### config.mk
export PLATFORM = sky130hd
export DESIGN_NAME = program_flash_self_update
export DESIGN_NICKNAME = d
export VERILOG_FILES = /design/src/inc/program_flash_pkg.sv /design/src/design/program_flash_self_update.sv
export SDC_FILE = /design/constraint.sdc
export NUM_CORES = 1
export LEC_CHECK = 0
export ABC_AREA = 1
export ABC_CLOCK_PERIOD_IN_PS = 2690
export BUFFER_PORTS_ARGS = -buffer_cell sky130_fd_sc_hd__clkbuf_2
export CAP_MARGIN = 20
export CORE_MARGIN = 1
export CORE_UTILIZATION = 30
export DETAILED_ROUTE_END_ITERATION = 10
export PLACE_DENSITY = 0.54
export SKIP_CTS_REPAIR_TIMING = 1
export SLEW_MARGIN = 20
export SYNTH_ARGS = -nofsm -noshare
export SYNTH_HDL_FRONTEND = slang
export SYNTH_SLANG_ARGS = --single-unit
### constraint.sdc
create_clock -name ref_clk_i -period 2.69 [get_ports ref_clk_i]
set_clock_uncertainty 0.2 [all_clocks]
set_input_delay 0.1345 -clock ref_clk_i [delete_from_list [all_inputs] [get_ports ref_clk_i]]
set_output_delay 0.1345 -clock ref_clk_i [all_outputs]
set_load 0.05 [all_outputs]
### src/inc/program_flash_pkg.sv
package program_flash_pkg;

    // ------------------------------------------------------------
    // Widths
    // ------------------------------------------------------------
    localparam int PTR_W = 22;
    localparam int OFS_W = 21;
    localparam int HOLD_COUNT = 8;
    localparam int HOLD_IDX_W = 3;
    localparam int ERASE_LSB = 6;
    localparam int PROG_LSB = 3;

    // ------------------------------------------------------------
    // Control register field positions and reset value
    // ------------------------------------------------------------
    localparam int CTL_PGM_SPACE = 7;
    localparam int CTL_CFG_SPACE = 6;
    localparam int CTL_ROW_ERASE = 4;
    localparam int CTL_WR_ERROR = 3;
    localparam int CTL_WR_ENABLE = 2;
    localparam int CTL_WR_START = 1;
    localparam logic [7:0] CTL_RESET = 8'h00;

    // ------------------------------------------------------------
    // Unlock codes and data reset values
    // ------------------------------------------------------------
    localparam logic [7:0] UNLOCK_FIRST = 8'h55;
    localparam logic [7:0] UNLOCK_SECOND = 8'hAA;
    localparam logic [7:0] LATCH_RESET = 8'h00;
    localparam logic [7:0] HOLD_RESET = 8'hFF;
    localparam logic [PTR_W-1:0] PTR_RESET = 22'h000000;

    // ------------------------------------------------------------
    // Timing
    // ------------------------------------------------------------
    localparam int CLK_KHZ = 25000;
    localparam int LONG_WRITE_US = 2000;
    localparam int LONG_WRITE_CYCLES = (LONG_WRITE_US * CLK_KHZ) / 1000;

    // ------------------------------------------------------------
    // Pointer update modes of a table operation
    // ------------------------------------------------------------
    typedef enum logic [1:0] {
        PTR_KEEP = 2'b00,
        PTR_POST_INC = 2'b01,
        PTR_POST_DEC = 2'b10,
        PTR_PRE_INC = 2'b11
    } ptr_mode_t;

    typedef enum logic [1:0] {
        UL_IDLE = 2'b00,
        UL_FIRST = 2'b01,
        UL_ARMED = 2'b11
    } unlock_state_t;

    typedef enum logic [1:0] {
        LW_IDLE = 2'b00,
        LW_ERASE = 2'b01,
        LW_PROG = 2'b11
    } long_write_state_t;

endpackage : program_flash_pkg

### src/design/program_flash_self_update.sv
// Function
// Each table read returns one program byte into the table latch.
// Table read loads latch and optionally adjusts pointer for next access.
// Memory is 16-bit words; pointer bit 0 selects high or low byte.
// Self erase always clears one 64-byte block; no word or bulk erase.
// Erase block chosen by pointer bits 21:6; bits 5:0 ignored.
// Software sets program space, clears config space, enables write, selects erase.
// Start accepted only after 55h then AAh to unlock port, then start.
// Start with erase select and valid unlock begins the row erase.
// Core halted during long write; internal timer ends it.
// Row erase stalls the core about 2 ms.
// Programming always writes a block of 8 bytes.
// Eight byte-wide holding registers loaded by table writes feed programming.
// Table write only updates a holding register, never the array.
// Software fills all eight holding registers with auto-increment writes first.
// Software sets program space, clears config, enables write, erase select clear.
// Start after unlock with erase select clear programs block, about 2 ms stall.
// Pointer must lie inside the intended 8-byte block at start.
// Row update is read, erase, then eight 8-byte programs, about 18 ms.
// Start bit set only by software; hardware clears it at completion.
// Table write uses pointer bits 2:0 to pick the holding register.
// Program write uses pointer bits 21:3 to pick the 8-byte block.
// Reset during a long write sets the write error flag.
// Start without write enable or without fresh unlock leaves array untouched.
// Erase select clears automatically when a row erase completes.
`timescale 1ns/100ps
`default_nettype none

module program_flash_self_update #(
    parameter int LONG_WRITE_CYCLES = program_flash_pkg::LONG_WRITE_CYCLES
) (
    input wire logic ref_clk_i,
    input wire logic rst_n_i,
    input wire logic por_n_i,
    // Core side
    input wire logic table_read_op_i,
    input wire logic table_write_op_i,
    input wire logic [1:0] ptr_mode_i,
    input wire logic table_pointer_wr_i,
    input wire logic [program_flash_pkg::PTR_W-1:0] table_pointer_wdata_i,
    input wire logic table_latch_wr_i,
    input wire logic [7:0] table_latch_wdata_i,
    input wire logic nvm_control_wr_i,
    input wire logic [7:0] nvm_control_wdata_i,
    input wire logic nvm_unlock_wr_i,
    input wire logic [7:0] nvm_unlock_wdata_i,
    output logic [program_flash_pkg::PTR_W-1:0] table_pointer_o,
    output logic [7:0] table_latch_o,
    output logic [7:0] nvm_control_reg_o,
    output logic write_error_flag_o,
    output logic core_stall_o,
    // Flash array side
    output logic flash_rd_en_o,
    output logic [program_flash_pkg::PTR_W-2:0] flash_rd_word_addr_o,
    input wire logic [15:0] flash_rd_data_i,
    output logic flash_erase_o,
    output logic flash_prog_o,
    output logic [program_flash_pkg::PTR_W-1:0] flash_op_addr_o,
    output logic [8*program_flash_pkg::HOLD_COUNT-1:0] flash_prog_data_o
);

    localparam int CNT_W = $clog2(LONG_WRITE_CYCLES + 1);
    localparam logic [CNT_W-1:0] CNT_LAST = CNT_W'(LONG_WRITE_CYCLES - 1);
    localparam int PW = program_flash_pkg::PTR_W;
    localparam int OW = program_flash_pkg::OFS_W;

    // ------------------------------------------------------------
    // Pointer arithmetic
    // ------------------------------------------------------------
    // Only the low 21 bits move; bit 21 (ID/config space) stays put.
    function automatic logic [PW-1:0] ptr_step(input logic [PW-1:0] p, input logic up);
        logic [OW-1:0] lo;
        lo = up ? (p[OW-1:0] + OW'(1)) : (p[OW-1:0] - OW'(1));
        return {p[PW-1], lo};
    endfunction : ptr_step

    // ------------------------------------------------------------
    // State
    // ------------------------------------------------------------
    logic [PW-1:0] ptr_r;
    logic [PW-1:0] ptr_nxt;
    logic [7:0] latch_r;
    logic [7:0] latch_nxt;
    logic [7:0] hold_r [program_flash_pkg::HOLD_COUNT];
    logic pgm_space_r;
    logic cfg_space_r;
    logic row_erase_r;
    logic row_erase_nxt;
    logic wr_enable_r;
    logic wr_enable_nxt;
    logic wr_start_r;
    logic wr_start_nxt;
    logic wr_error_r;
    logic wr_error_nxt;
    program_flash_pkg::unlock_state_t ul_r;
    program_flash_pkg::unlock_state_t ul_nxt;
    program_flash_pkg::long_write_state_t lw_r;
    program_flash_pkg::long_write_state_t lw_nxt;
    logic [CNT_W-1:0] cnt_r;
    logic erase_pulse_r;
    logic prog_pulse_r;
    logic [PW-1:0] op_addr_r;

    // ------------------------------------------------------------
    // Decode of core requests
    // ------------------------------------------------------------
    program_flash_pkg::ptr_mode_t mode;
    wire busy = (lw_r != program_flash_pkg::LW_IDLE);
    wire table_op = (table_read_op_i | table_write_op_i) & ~busy;
    wire rd_go = table_read_op_i & ~busy;
    wire wt_go = table_write_op_i & ~busy;
    wire ctl_go = nvm_control_wr_i & ~busy;
    wire ul_go = nvm_unlock_wr_i & ~busy;
    wire any_access = table_op | ctl_go | ul_go | ((table_pointer_wr_i | table_latch_wr_i) & ~busy);
    wire [PW-1:0] ptr_plus = ptr_step(ptr_r, 1'b1);
    wire [PW-1:0] ptr_minus = ptr_step(ptr_r, 1'b0);
    wire [PW-1:0] eff_ptr = (mode == program_flash_pkg::PTR_PRE_INC) ? ptr_plus : ptr_r;
    wire [7:0] rd_byte = eff_ptr[0] ? flash_rd_data_i[15:8] : flash_rd_data_i[7:0];
    wire [program_flash_pkg::HOLD_IDX_W-1:0] hold_idx = eff_ptr[program_flash_pkg::HOLD_IDX_W-1:0];
    wire set_start = ctl_go & nvm_control_wdata_i[program_flash_pkg::CTL_WR_START];
    wire new_cfg = ctl_go ? nvm_control_wdata_i[program_flash_pkg::CTL_CFG_SPACE] : cfg_space_r;
    wire new_pgm = ctl_go ? nvm_control_wdata_i[program_flash_pkg::CTL_PGM_SPACE] : pgm_space_r;
    // Enable and erase select come from the starting write
    wire new_write_enable_bit = nvm_control_wdata_i[program_flash_pkg::CTL_WR_ENABLE];
    wire new_erase = nvm_control_wdata_i[program_flash_pkg::CTL_ROW_ERASE];
    wire start_ok = set_start & (ul_r == program_flash_pkg::UL_ARMED) & new_write_enable_bit & new_pgm & ~new_cfg;
    wire timer_done = busy & (cnt_r == CNT_LAST);
    wire erase_start = start_ok & new_erase;
    wire prog_start = start_ok & ~new_erase;

    assign mode = program_flash_pkg::ptr_mode_t'(ptr_mode_i);

    // ------------------------------------------------------------
    // Unlock sequence
    // ------------------------------------------------------------
    // Any other access disarms, so a stray instruction kills the start.
    always_comb begin
        ul_nxt = program_flash_pkg::UL_IDLE;
        unique case (ul_r)
            program_flash_pkg::UL_IDLE: begin
                if (ul_go && nvm_unlock_wdata_i == program_flash_pkg::UNLOCK_FIRST) begin
                    ul_nxt = program_flash_pkg::UL_FIRST;
                end
            end
            program_flash_pkg::UL_FIRST: begin
                if (!any_access) begin
                    ul_nxt = program_flash_pkg::UL_FIRST;
                end else if (ul_go && nvm_unlock_wdata_i == program_flash_pkg::UNLOCK_SECOND) begin
                    ul_nxt = program_flash_pkg::UL_ARMED;
                end else if (ul_go && nvm_unlock_wdata_i == program_flash_pkg::UNLOCK_FIRST) begin
                    ul_nxt = program_flash_pkg::UL_FIRST;
                end
            end
            program_flash_pkg::UL_ARMED: begin
                if (!any_access) begin
                    ul_nxt = program_flash_pkg::UL_ARMED;
                end else if (ul_go && nvm_unlock_wdata_i == program_flash_pkg::UNLOCK_FIRST) begin
                    ul_nxt = program_flash_pkg::UL_FIRST;
                end
            end
            default: ul_nxt = program_flash_pkg::UL_IDLE;
        endcase
    end

    // ------------------------------------------------------------
    // Long write sequencer
    // ------------------------------------------------------------
    always_comb begin
        lw_nxt = lw_r;
        unique case (lw_r)
            program_flash_pkg::LW_IDLE: begin
                if (erase_start) begin
                    lw_nxt = program_flash_pkg::LW_ERASE;
                end else if (prog_start) begin
                    lw_nxt = program_flash_pkg::LW_PROG;
                end
            end
            program_flash_pkg::LW_ERASE,
            program_flash_pkg::LW_PROG: begin
                if (timer_done) begin
                    lw_nxt = program_flash_pkg::LW_IDLE;
                end
            end
            default: lw_nxt = program_flash_pkg::LW_IDLE;
        endcase
    end

    // ------------------------------------------------------------
    // Pointer, latch and control bit next values
    // ------------------------------------------------------------
    always_comb begin
        ptr_nxt = ptr_r;
        if (table_op) begin
            unique case (mode)
                program_flash_pkg::PTR_KEEP: ptr_nxt = ptr_r;
                program_flash_pkg::PTR_POST_INC: ptr_nxt = ptr_plus;
                program_flash_pkg::PTR_POST_DEC: ptr_nxt = ptr_minus;
                program_flash_pkg::PTR_PRE_INC: ptr_nxt = ptr_plus;
            endcase
        end else if (table_pointer_wr_i && !busy) begin
            ptr_nxt = table_pointer_wdata_i;
        end
    end

    assign latch_nxt = rd_go ? rd_byte : ((table_latch_wr_i && !busy) ? table_latch_wdata_i : latch_r);

    // Start bit only ever set by software, cleared by the timer
    assign wr_start_nxt = timer_done ? 1'b0 : (start_ok ? 1'b1 : wr_start_r);
    assign row_erase_nxt = (timer_done && lw_r == program_flash_pkg::LW_ERASE) ? 1'b0 :
                           (ctl_go ? new_erase : row_erase_r);
    assign wr_enable_nxt = ctl_go ? new_write_enable_bit : wr_enable_r;
    assign wr_error_nxt = ctl_go ? nvm_control_wdata_i[program_flash_pkg::CTL_WR_ERROR] : wr_error_r;

    // ------------------------------------------------------------
    // Registers cleared on every reset
    // ------------------------------------------------------------
    always_ff @(posedge ref_clk_i) begin
        if (!rst_n_i || !por_n_i) begin
            ptr_r <= program_flash_pkg::PTR_RESET;
            latch_r <= program_flash_pkg::LATCH_RESET;
            row_erase_r <= 1'b0;
            wr_enable_r <= 1'b0;
            wr_start_r <= 1'b0;
            ul_r <= program_flash_pkg::UL_IDLE;
            lw_r <= program_flash_pkg::LW_IDLE;
        end else begin
            ptr_r <= ptr_nxt;
            latch_r <= latch_nxt;
            row_erase_r <= row_erase_nxt;
            wr_enable_r <= wr_enable_nxt;
            wr_start_r <= wr_start_nxt;
            ul_r <= ul_nxt;
            lw_r <= lw_nxt;
        end
    end

    // ------------------------------------------------------------
    // Registers kept over a warm reset
    // ------------------------------------------------------------
    // Space selects survive a warm reset so an aborted write can be traced.
    always_ff @(posedge ref_clk_i) begin
        if (!por_n_i) begin
            pgm_space_r <= 1'b0;
            cfg_space_r <= 1'b0;
            wr_error_r <= 1'b0;
        end else if (!rst_n_i) begin
            wr_error_r <= wr_error_r | busy;
        end else begin
            pgm_space_r <= new_pgm;
            cfg_space_r <= new_cfg;
            wr_error_r <= wr_error_nxt;
        end
    end

    // ------------------------------------------------------------
    // Programming timer and array strobes
    // ------------------------------------------------------------
    always_ff @(posedge ref_clk_i) begin
        if (!rst_n_i || !por_n_i) begin
            cnt_r <= '0;
            erase_pulse_r <= 1'b0;
            prog_pulse_r <= 1'b0;
            op_addr_r <= program_flash_pkg::PTR_RESET;
        end else begin
            cnt_r <= busy ? (cnt_r + CNT_W'(1)) : '0;
            erase_pulse_r <= erase_start;
            prog_pulse_r <= prog_start;
            if (erase_start) begin
                op_addr_r <= {ptr_r[PW-1:program_flash_pkg::ERASE_LSB],
                              {program_flash_pkg::ERASE_LSB{1'b0}}};
            end else if (prog_start) begin
                op_addr_r <= {ptr_r[PW-1:program_flash_pkg::PROG_LSB],
                              {program_flash_pkg::PROG_LSB{1'b0}}};
            end
        end
    end

    // ------------------------------------------------------------
    // Holding registers
    // ------------------------------------------------------------
    // Reset to FFh after each program so stale bytes never reach the next block.
    genvar gi;
    generate
        for (gi = 0; gi < program_flash_pkg::HOLD_COUNT; gi++) begin : g_hold
            always_ff @(posedge ref_clk_i) begin
                if (!rst_n_i || !por_n_i) begin
                    hold_r[gi] <= program_flash_pkg::HOLD_RESET;
                end else if (timer_done && lw_r == program_flash_pkg::LW_PROG) begin
                    hold_r[gi] <= program_flash_pkg::HOLD_RESET;
                end else if (wt_go && hold_idx == program_flash_pkg::HOLD_IDX_W'(gi)) begin
                    hold_r[gi] <= latch_r;
                end
            end
            assign flash_prog_data_o[8*gi +: 8] = hold_r[gi];
        end
    endgenerate

    // ------------------------------------------------------------
    // Outputs
    // ------------------------------------------------------------
    assign table_pointer_o = ptr_r;
    assign table_latch_o = latch_r;
    assign nvm_control_reg_o = {pgm_space_r, cfg_space_r, 1'b0, row_erase_r,
                                wr_error_r, wr_enable_r, wr_start_r, 1'b0};
    assign write_error_flag_o = wr_error_r;
    assign core_stall_o = busy;
    assign flash_rd_en_o = rd_go;
    assign flash_rd_word_addr_o = eff_ptr[PW-1:1];
    assign flash_erase_o = erase_pulse_r;
    assign flash_prog_o = prog_pulse_r;
    assign flash_op_addr_o = op_addr_r;

endmodule : program_flash_self_update

`default_nettype wire

# Word-level counts from Yosys, hierarchy flattened
# Memory sizes are Yosys's and may differ from the RTL's.
# Cells that the tools add are included.
# classes
add_sub_neg,3
eq_ne,23
mux,75
bitwise,39
n_reduce_logical,35
# ops
operator,count
$mux W8,19
$mux W22,4
$mux W1,42
$pmux W21 S2,1
$or A1 B1 Y1,22
$add A21 B1 Y21 const B,1
$mux W21,1
$sub A21 B1 Y21 const B,1
$add A16 B1 Y16 const B,1
$eq A16 B16 Y1 const B,1
$and A1 B1 Y1,14
$logic_and A1 B1 Y1,14
$eq A3 B3 Y1 const B,4
$mux W2,6
$reduce_or A2 Y1,6
$eq A2 B2 Y1 const B,4
$eq A8 B7 Y1 const B,1
$eq A8 B8 Y1 const B,1
$ne A2 B2 Y1 const B,4
$reduce_bool A2 Y1,4
$eq A2 B1 Y1 const B,3
$eq A3 B2 Y1 const B,2
$logic_not A2 Y1,3
$pmux W2 S3,1
10 further kinds,15
# totals
reg_bits,77
mem_bits_rw,64
input_bits,73
output_inout_bits,150
wordCells,192
mem_count,1
# memory_table
name,depth,width,rd,rd_ports_with_merged_regs,write_ports,line,source
hold_r,8,8,8,0,8,program_flash_self_update.sv:84,logic [7:0] hold_r [program_flash_pkg::HOLD_COUNT];

# Logic depth before layout (Yosys ltp)
# Gate-level depths: netlist of the first run.
# logic_depth
word_depth,12
mapped_depth,12
ltp_nobuf,11

# Worst setup path after synthesis of the first run
# Ideal clock, no wire load.
# synth_path
kind,register to register
startpoint,register ptr_r[0] (netlist: table_pointer_o[0])
endpoint,memory hold_r[5][2] (netlist: hold_r[1][10]) (enable)
setup_time_ns,0.404
arrival_ns,3.302
required_time_ns,2.086
setup_slack_ns,-1.216
stages_incl_launch_ff,6
n_path_buf,0
synth_period_minus_slack_ns,3.906
path_cell_list,dfxtp_1 ha_1 xnor2_1 o21ai_1 inv_1 o311ai_0
# synth_lines
item,line,source
start: declaration,program_flash_self_update.sv:80,logic [PW-1:0] ptr_r;
start signal: assignment,program_flash_self_update.sv:219,ptr_r <= program_flash_pkg::PTR_RESET;
start signal: assignment,program_flash_self_update.sv:227,ptr_r <= ptr_nxt;
end: declaration,program_flash_self_update.sv:84,

# Worst setup path after layout of the first run
# layout_path
startpoint,register ptr_r[0] (netlist: table_pointer_o[0])
endpoint,output flash_rd_word_addr_o[5] (netlist bit)
# layout_between
elab_chain_len,2
# layout_lines
item,line,source
$add A21 B1 Y21,n/a,
$mux W21,program_flash_self_update.sv:117,wire [PW-1:0] eff_ptr = (mode == program_flash_pkg::PTR_PRE_INC) ? ptr_plus : ptr_r;
end: declaration,program_flash_self_update.sv:54,"output logic [program_flash_pkg::PTR_W-2:0] flash_rd_word_addr_o,"
# Every way passes these cells.

==> metrics.cfg, run 1 <==
[place]
place.gp.congestion=0.924
dp_slack_ns=0.247
portBuffers=215
dp_hpwl_microns=17900

[synth]
yosys_warnings=0
synth-edff-count=64
syn_inst=943
yosysSeqAreaShare=0.481
synth_flop_cell=dfxtp_1
async_flop_share=0
ys_seq_elements=141
synth_cell_type_count=43
netlist_top_cells_area=edfxtp_1 27%, dfxtp_1 21%, nand2_1 13%
synth_area_sq_mm=0.00720
yosysTopAreaCellShare=0.267
syn_avg_cell_area_sq_um=7.63
synth_top_cell_by_area=edfxtp_1

[global_route]
grt_pass1_vias=6345
grt_max_degree=37
track_usage=0.191
gr-total-overflow=0
grt_pass1_wl_microns=35400
use_met2=0.316
met3_usage=0.0328
antenna_found_initial=0
use_met1=0.255
busiest_layer=met2

[floorplan]
design.core.area_sq_mm=0.0235
start_util=0.307
io_pins=223
row_count=56
die_w_microns=157
chipHeight_microns=157
dieArea_sq_mm=0.0246

[timing]
fin_ws_ns=0.105
rsz0062_at_grt=false
timing.hold.ws_ns=-0.0919
slew_headroom=0.511
max_slew.worst_pin.slew_ns=0.732
final-hold-violation-count=6
finalCritPeriodShare=0.961
fmax_mhz=387
setup_viol=0
finalCriticalPeriod_ns=2.59
finalMaxSlewViolations=0

[final_layout]
n_fill_cell=2383
multi_input_area_sq_mm=0.00322
drive_gt1_frac=0.250
seq_area_sq_mm=0.00347
synthToLayoutAreaGrowth_pct=37.4
final_nets=1299

[power]
seq_power_share=0.417
p_int_mw=3.86
switching_power_mw=1.71
powerDensity_mw_per_mm2=563
pwr-share-comb=0.185
switching_share=0.307
ir_drop_mv=0.352
power_mw=5.57
leakage_nw=3.97
clock_power_share=0.399

[clock_network]
cts.clk_slew.worst_paths_ns=0.06
cts_tree=built
cts_buffers=17
clock-sinks=141
cts_buffer_depth=2
cts_root_buf=clkbuf_16
clkLatencyLatePin_ns=0.42
h-tree-depth=4

[detailed_routing]
via_count=7283
wl_per_cell_microns=15.5
drc=0
wirelength_microns=24100
drt_iter0_drc=526
postRouteAntennaNets=0
dr.pass1.iters=7
via_per_inst=4.68

[hold_path]
holdCritPathClass=input pin to flop

[setup_path]
start_kind=flop
critical_path_arrival_ns=2.25
path_class=flop to primary output
path_max_fanout=8
worstSetupEndpointType=primary output
worstPathRequired_ns=2.36

[run_status]
violations=negative hold slack
status=complete, but fails checks

[flow_run]
max-cap-violations=0

[power by group through the flow]
| stage | Sequential (mW) | Clock (mW) | Combinational [mW] |
|---|---|---|---|
| CTS | 2.32 | 2.24 | 0.952 |
| detailed placement | 2.37 | 0 | 0.949 |
| floorplan | 2.47 | 0 | 0.559 |
| finish | 2.32 | 2.22 | 1.03 |
| global route | 2.32 | 2.34 | 1.12 |
| global placement | 2.37 | 0 | 0.946 |
[layout by cell type (no fill, tap or decap), types with 3 or more instances in the layout]
cell type,count
o211ai_1,3
dlygate4sd3_1,61
a211oi_1,4
a21oi_1,72
clkbuf_16,17
nor2_1,111
o21ai_1,6
buf_4,33
o311ai_2,3
o21ai_0,94
dfxtp_1,74
nor4_1,3
edfxtp_1,64
nand4_1,19
xor2_1,17
clkinv_2,3
inv_2,8
a31oi_1,3
nand3_1,53
nor2_4,3
clkinv_1,5
conb_1,5
clkbuf_2,210
inv_1,67
ha_1,3
nand2_1,242
clkinvlp_4,6
o21bai_1,3
nor3_1,11
[cell type report]
type,count,share of cell area
Clock buffer,17,0.0430
Multi-Input combinational cell,676,0.326
Antenna cell,1,0.000253
Inverter,79,0.0302
Tap cell,319,0.0403
Timing Repair Buffer,308,0.197
Sequential cell,141,0.351
Clock inverter,15,0.0125
[Yosys cell counts, types with 15 or more instances]
| cell | count |
|---|---|
| nand4_1 | 19 |
| o21ai_0 | 98 |
| xor2_1 | 17 |
| nand3_1 | 53 |
| inv_1 | 68 |
| clkbuf_1 | 24 |
| buf_4 | 15 |
| edfxtp_1 | 64 |
| a21oi_1 | 72 |
| nand2_1 | 242 |
| nor2_1 | 113 |
| dfxtp_1 | 77 |
[worst max-delay path, cell delays in order (launching register included)]
cell and delay, ns:
dfxtp_4 0.38, ha_1 0.19, nand3_1 0.16, buf_4 0.19, nor2_1 0.12, xnor2_1 0.09
o21ai_0 0.37, clkbuf_4 0.34
[logic make-up (layout without fill, tap and decap cells)]
logic type | count (synthesis) | count (layout) | synth area share
other | 1 | 6 | 0.000521
buffers and inverters | 130 | 419 | 0.0794
flip-flops | 141 | 141 | 0.481
adder cells (fa/ha/maj) | 3 | 3 | 0.00521
AO/OA/AOI/OAI | 193 | 193 | 0.142
AND/OR/NAND/NOR | 456 | 456 | 0.269
XOR/XNOR | 19 | 19 | 0.0231
[routing by layer]
layer	share of wire	up-vias
met4	0.019	0
met3	0.054	26
met1	0.46	3317
met2	0.47	251
met5	0	-
li1	-	3689
[stage by stage]
stage                     cells   util  area (sq um)  TNS, ns
final                      1556  0.421          9890        0
after global routing       1555  0.421          9890        0
after CTS                  1494  0.394          9260   -0.324
after detailed placement   1462  0.371          8710        0
after global placement     1462  0.371          8710        0
after floorplan             947      -          7250    -1.05
[registers in the layout (all words and copies together) (netlist names), 2 cells and up]
signal           flops
cnt_r               16
flash_op_addr_o     19
hold_r              64
lw_r                 2
table_latch_o        8
table_pointer_o     22
ul_r                 2
[worst paths after layout]
path	slack (ns)	startpoint	endpoint	depth (start not counted)
worst min register to register	0.25	cnt_r[0]$_SDFF_PP0_	cnt_r[0]$_SDFF_PP0_	1
worst max register to register	0.26	table_pointer_o[1]$_SDFFE_PN0P_	hold_r[1][22]$_SDFFCE_PN1P_	6
worst min-delay path	-0.09	flash_rd_data_i[5]	table_latch_o[5]$_SDFFE_PN0P_	5
worst max-delay path	0.10	table_pointer_o[0]$_SDFFE_PN0P_	flash_rd_word_addr_o[5]	7
(Power assumes the default switching activity.)
==> run 2, diff against run 1 <==
- CELL_PAD_IN_SITES_DETAIL_PLACEMENT: unset -> 1
- CELL_PAD_IN_SITES_GLOBAL_PLACEMENT: unset -> 2
- CORE_UTILIZATION: 30 -> 26
- PLACE_DENSITY: 0.54 -> 0.78
==> run 2 against run 1 <==
  * The run still ends with negative hold slack left
  * Sequential power about the same
  * First-iteration DRC count fell by 26%
  * Combinational power rose by 4%
  * Flip-flop and latch count is the same
  * Non-clock buffer count up 4
  * Critical endpoint is now flash_rd_word_addr_o[16]
==> metrics.cfg, run 2 (same netlist as run 1, synthesis figures left out) <==
[place]
place_area_sq_mm=0.00876  ; +0.57%
placed_cells_incl_taps=1485  ; +1.6%
place.gp.congestion=0.814  ; -12%
portBuffers=215  ; unchanged
dp_hpwl_microns=20700  ; +16%

[clock_network]
clock-sinks=141  ; unchanged
h-tree-depth=4  ; unchanged
cts.clk_slew.worst_paths_ns=0.07  ; about the same
cts_root_buf=clkbuf_16
cts_buffers=17  ; unchanged
clkLatencyLatePin_ns=0.43  ; about the same
cts_buffer_depth=2  ; unchanged
cts_tree=built

[timing]
max_slew.worst_pin.slew_ns=0.764  ; +0.0316 ns
setup_viol=0  ; unchanged
timing.hold.ws_ns=-0.0196  ; +0.0724 ns
finalMaxSlewViolations=0  ; unchanged
finalCriticalPeriod_ns=2.59  ; +0.00195 ns
fmax_mhz=387  ; about the same
fin_tns_setup_ns=0  ; unchanged
slew_headroom=0.490  ; -0.0211
rsz0062_at_grt=false
final-hold-violation-count=1  ; -5
finalCritPeriodShare=0.962  ; about the same

[detailed_routing]
dr.pass1.iters=5  ; -2
drt_iter0_drc=391  ; -26%
postRouteAntennaNets=0  ; unchanged
drc=0  ; unchanged
wirelength_microns=28000  ; +16%
via_count=7542  ; +3.6%
wl_per_cell_microns=17.7  ; +14%
via_per_inst=4.77  ; +1.9%

[global_route]
grt_max_degree=33  ; -11%
grt_pass1_vias=7284  ; +15%
grt_pass1_wl_microns=41500  ; +17%
antenna_found_initial=1  ; +1
gr-total-overflow=0  ; unchanged
track_usage=0.191  ; +0.000357

[final_layout]
synthToLayoutAreaGrowth_pct=39.8
fin_area_sq_mm=0.0101  ; +1.7%
n_fill_cell=3368  ; +41%
fin_cells=1581  ; +1.6%
most-common-layout-cells=241 x nand2_1, 204 x clkbuf_2, 112 x nor2_1
top_register=hold_r
drive_gt1_frac=0.253  ; +0.00323
n_antenna_cell=0  ; -1
final_common_cell=nand2_1
largest_reg_flops=64  ; unchanged
final_nets=1303  ; +0.31%

[power]
leakage_nw=4.04  ; +1.8%
powerDensity_mw_per_mm2=579  ; +2.9%
power_mw=5.83  ; +4.7%
ir_drop_mv=0.303  ; -14%

[floorplan]
die_w_microns=168  ; +7.3%
row_count=60  ; +7.1%
io_pins=223  ; unchanged
design.core.area_sq_mm=0.0270  ; +15%
start_util=0.266  ; -0.0403
chipHeight_microns=168  ; +7.3%
dieArea_sq_mm=0.0284  ; +15%

[flow_run]
max-cap-violations=0  ; unchanged

[setup_path]
critical_path_arrival_ns=2.25  ; about the same
path_class=flop to primary output
start_kind=flop
path_max_fanout=9  ; +1
worstPathRequired_ns=2.36  ; about the same
worstSetupEndpointType=primary output

[run_status]
status=complete, but fails checks
violations=negative hold slack

[hold_path]
holdCritPathClass=input pin to flop

run 2: power breakdown:
| group | internal, mW | switching (mW) | total (mW) | leakage (nW) |
|---|---|---|---|---|
| registers | 2.28 | 0.0400 | 2.32 | 1.10 |
| clock network | 1.27 | 1.17 | 2.44 | 0.297 |
| logic | 0.329 | 0.744 | 1.07 | 2.64 |
run 2: worst max-delay path: stages, from the launching register on:
cell and delay (ns):
dfxtp_1 0.41, buf_4 0.26, nand2_1 0.10, nor2_1 0.20
nand2_1 0.19, nor2_1 0.16, nand3_1 0.11, nand3_1 0.08
o21ai_0 0.09, clkbuf_2 0.25
run 2: per-stage QoR:
step                      worst slack, ns   util
after floorplan                   -0.0597      -
after global placement              0.200  0.324
after detailed placement            0.121  0.324
after CTS                         -0.0607  0.346
after global routing              0.00229  0.372
final                               0.103  0.372
run 2: worst paths after layout:
check	startpoint	end	slack (ns)	cells after the start
setup / recovery	table_pointer_o[6]$_SDFFE_PN0P_	flash_rd_word_addr_o[16]	0.10	9
hold / removal	table_read_op_i	table_latch_o[5]$_SDFFE_PN0P_	-0.02	4
setup reg to reg	table_pointer_o[0]$_SDFFE_PN0P_	hold_r[1][2]$_SDFFCE_PN1P_	0.18	7
hold reg to reg	cnt_r[0]$_SDFF_PP0_	cnt_r[0]$_SDFF_PP0_	0.25	1
run 2: area by class of cell:
| type | count | area [sq um] | area share |
|---|---|---|---|
| sequential | 141 | 3470 | 0.345 |
| multi-input combinational | 676 | 3250 | 0.323 |
| timing repair buffer | 312 | 2010 | 0.200 |
| tap | 341 | 427 | 0.0424 |
| clock buffer | 17 | 425 | 0.0423 |
| inverter | 79 | 299 | 0.0297 |
| clock inverter | 15 | 179 | 0.0178 |
run 2: layer usage:
layer	vias up	wire, microns	track usage
li1	3693	-	-
met1	3612	12300	0.235
met2	201	13900	0.335
met3	36	1220	0.0353
met4	0	541	0.0644
met5	-	0	0
==> run 3, diff against run 2 <==
- ABC_CLOCK_PERIOD_IN_PS: 2690 -> 2110
- clock period: 2.69 -> 2.11 ns (I/O delays scaled with it)
==> run 3 against run 2 <==
  * The flow finishes with violations (negative hold slack, negative setup slack)
  * Flip-flop and latch count is the same
  * First-iteration DRC count shrank 13%
  * Via count grew 2.7%
  * Core utilization grew 4.8 points
  * Cell count grew 3.3%
  * Count of clock-buffer cells in the layout grew 2
  * Critical endpoint is now flash_rd_word_addr_o[11]
  * Largest power group unchanged
  * Highest routed layer unchanged
==> metrics.cfg, run 3 (same netlist as run 1, synthesis figures left out) <==
[detailed_routing]
wirelength_microns=29900  ; +7.0%
postRouteAntennaNets=0  ; unchanged
dr.pass1.iters=5  ; unchanged
drt_iter0_drc=342  ; -13%
wl_per_cell_microns=18.3  ; +3.6%
via_count=7744  ; +2.7%
drc=0  ; unchanged
via_per_inst=4.74  ; -0.59%

[timing]
finalMaxSlewViolations=0  ; unchanged
timing.hold.ws_ns=-0.0324  ; -0.0128 ns
rsz0062_at_grt=true
fmax_mhz=440
finalCriticalPeriod_ns=2.27
fin_tns_setup_ns=-6.63  ; -6.63 ns
finalCritPeriodShare=1.08
final-hold-violation-count=2  ; +1
fin_ws_ns=-0.164  ; -0.266 ns
setup_viol=115  ; +115

[place]
placed_cells_incl_taps=1512  ; +1.8%
portBuffers=215  ; unchanged
place.gp.congestion=0.858  ; +5.4%
dp_hpwl_microns=21400  ; +3.3%

[clock_network]
cts_buffer_depth=2  ; unchanged
clock-sinks=141  ; unchanged
cts.clk_slew.worst_paths_ns=0.07  ; about the same
cts_buffers=17  ; unchanged
cts_root_buf=clkbuf_16
h-tree-depth=4  ; unchanged
clkLatencyLatePin_ns=0.43  ; about the same
cts_tree=built

[setup_path]
start_kind=flop
critical_path_arrival_ns=1.97  ; -0.28 ns
critical_path.max_stage_delay_ns=0.38  ; -0.03 ns
worstSetupEndpointType=primary output
path_class=flop to primary output
path_max_fanout=4  ; -5
worstPathRequired_ns=1.80  ; -0.56 ns
reg2reg_slack_ns=-0.11  ; -0.29 ns
crit_buf_inv=3  ; +1
path_delay_family=buffers and inverters
crit_chain=ha_4, nand3_4, nor2_4, buf_6, nand2_4, buf_4, xor2_2, nand2_1, o21ai_2, buf_12
cp_slowest_cell=dfxtp_4

[global_route]
track_usage=0.193  ; +0.00152
antenna_found_initial=0  ; -1
use_met1=0.228  ; -0.00690
use_met2=0.349  ; +0.0132
grt_pass1_vias=7385  ; +1.4%
grt_max_degree=35  ; +6.1%
gr-total-overflow=0  ; unchanged
grt_pass1_wl_microns=41600  ; +0.25%
busiest_layer=met2
met3_usage=0.0402  ; +0.00494

[final_layout]
drive_gt1_frac=0.353  ; +0.0997
top_register=hold_r
final_nets=1355  ; +4.0%
final_core_util=0.421  ; +0.0482
most-common-layout-cells=225 x nand2_1, 195 x clkbuf_2, 94 x nor2_1
largest_reg_flops=64  ; unchanged
fin_cells=1633  ; +3.3%
n_antenna_cell=0  ; unchanged
synthToLayoutAreaGrowth_pct=57.9
n_fill_cell=3258  ; -3.3%
final_common_cell=nand2_1

[floorplan]
io_pins=223  ; unchanged
chipHeight_microns=168  ; unchanged
start_util=0.266  ; unchanged
row_count=60  ; unchanged
dieArea_sq_mm=0.0284  ; unchanged
design.core.area_sq_mm=0.0270  ; unchanged
die_w_microns=168  ; unchanged

[power]
power_mw=7.82  ; +34%
powerDensity_mw_per_mm2=688  ; +19%
leakage_nw=4.55  ; +13%
ir_drop_mv=0.428  ; +41%

[flow_run]
max-cap-violations=0  ; unchanged

[run_status]
violations=negative hold slack, negative setup slack
status=complete, but fails checks

[hold_path]
holdCritPathClass=input pin to flop

[run 3: layout make-up]
cell class	instances	area [sq um]	share of cell area
clock buffers	19	443	0.0390
clock inverters	13	178	0.0156
inverters	79	327	0.0287
multi-input cells	676	3690	0.325
flip-flops and latches	141	3510	0.309
well taps	341	427	0.0375
repair buffers	364	2790	0.246
[run 3: where the power goes]
group / switching (mW) / internal (mW) / leakage (nW)
combinational: 1.02 / 0.570 / 3.14
sequential: 0.0613 / 2.90 / 1.12
clock: 1.34 / 1.93 / 0.303
[run 3: per-stage QoR]
step | instance area, sq um | setup WS (ns)
finish | 11400 | -0.164
global route | 11400 | -0.275
CTS | 10100 | -0.398
detailed placement | 9500 | -0.0868
global placement | 9500 | 0.00238
floorplan | 7530 | -0.186
[run 3: worst paths after layout]
path                                    from                           to  cells past startpoint
min                          nvm_unlock_wr_i           ul_r[0]$_SDFF_PN0_                      5
max reg2reg  table_pointer_o[1]$_SDFFE_PN0P_  hold_r[1][20]$_SDFFCE_PN1P_                      9
min reg2reg             cnt_r[10]$_SDFF_PP0_         cnt_r[10]$_SDFF_PP0_                      2
max          table_pointer_o[0]$_SDFFE_PN0P_     flash_rd_word_addr_o[11]                     10
[run 3: worst min-delay path, cell delays in order]
cell and delay, ns:
clkbuf_2 0.10, nand2_1 0.10, inv_1 0.07, nand3_1 0.11, a21oi_1 0.07
[run 3: per-layer routing]
metal,wire length [microns],part of all wire,vias to the layer above
li1,-,-,3793
met1,12500,0.42,3700
met2,15500,0.52,214
met3,1280,0.043,37
met4,637,0.021,0
met5,0,0,-
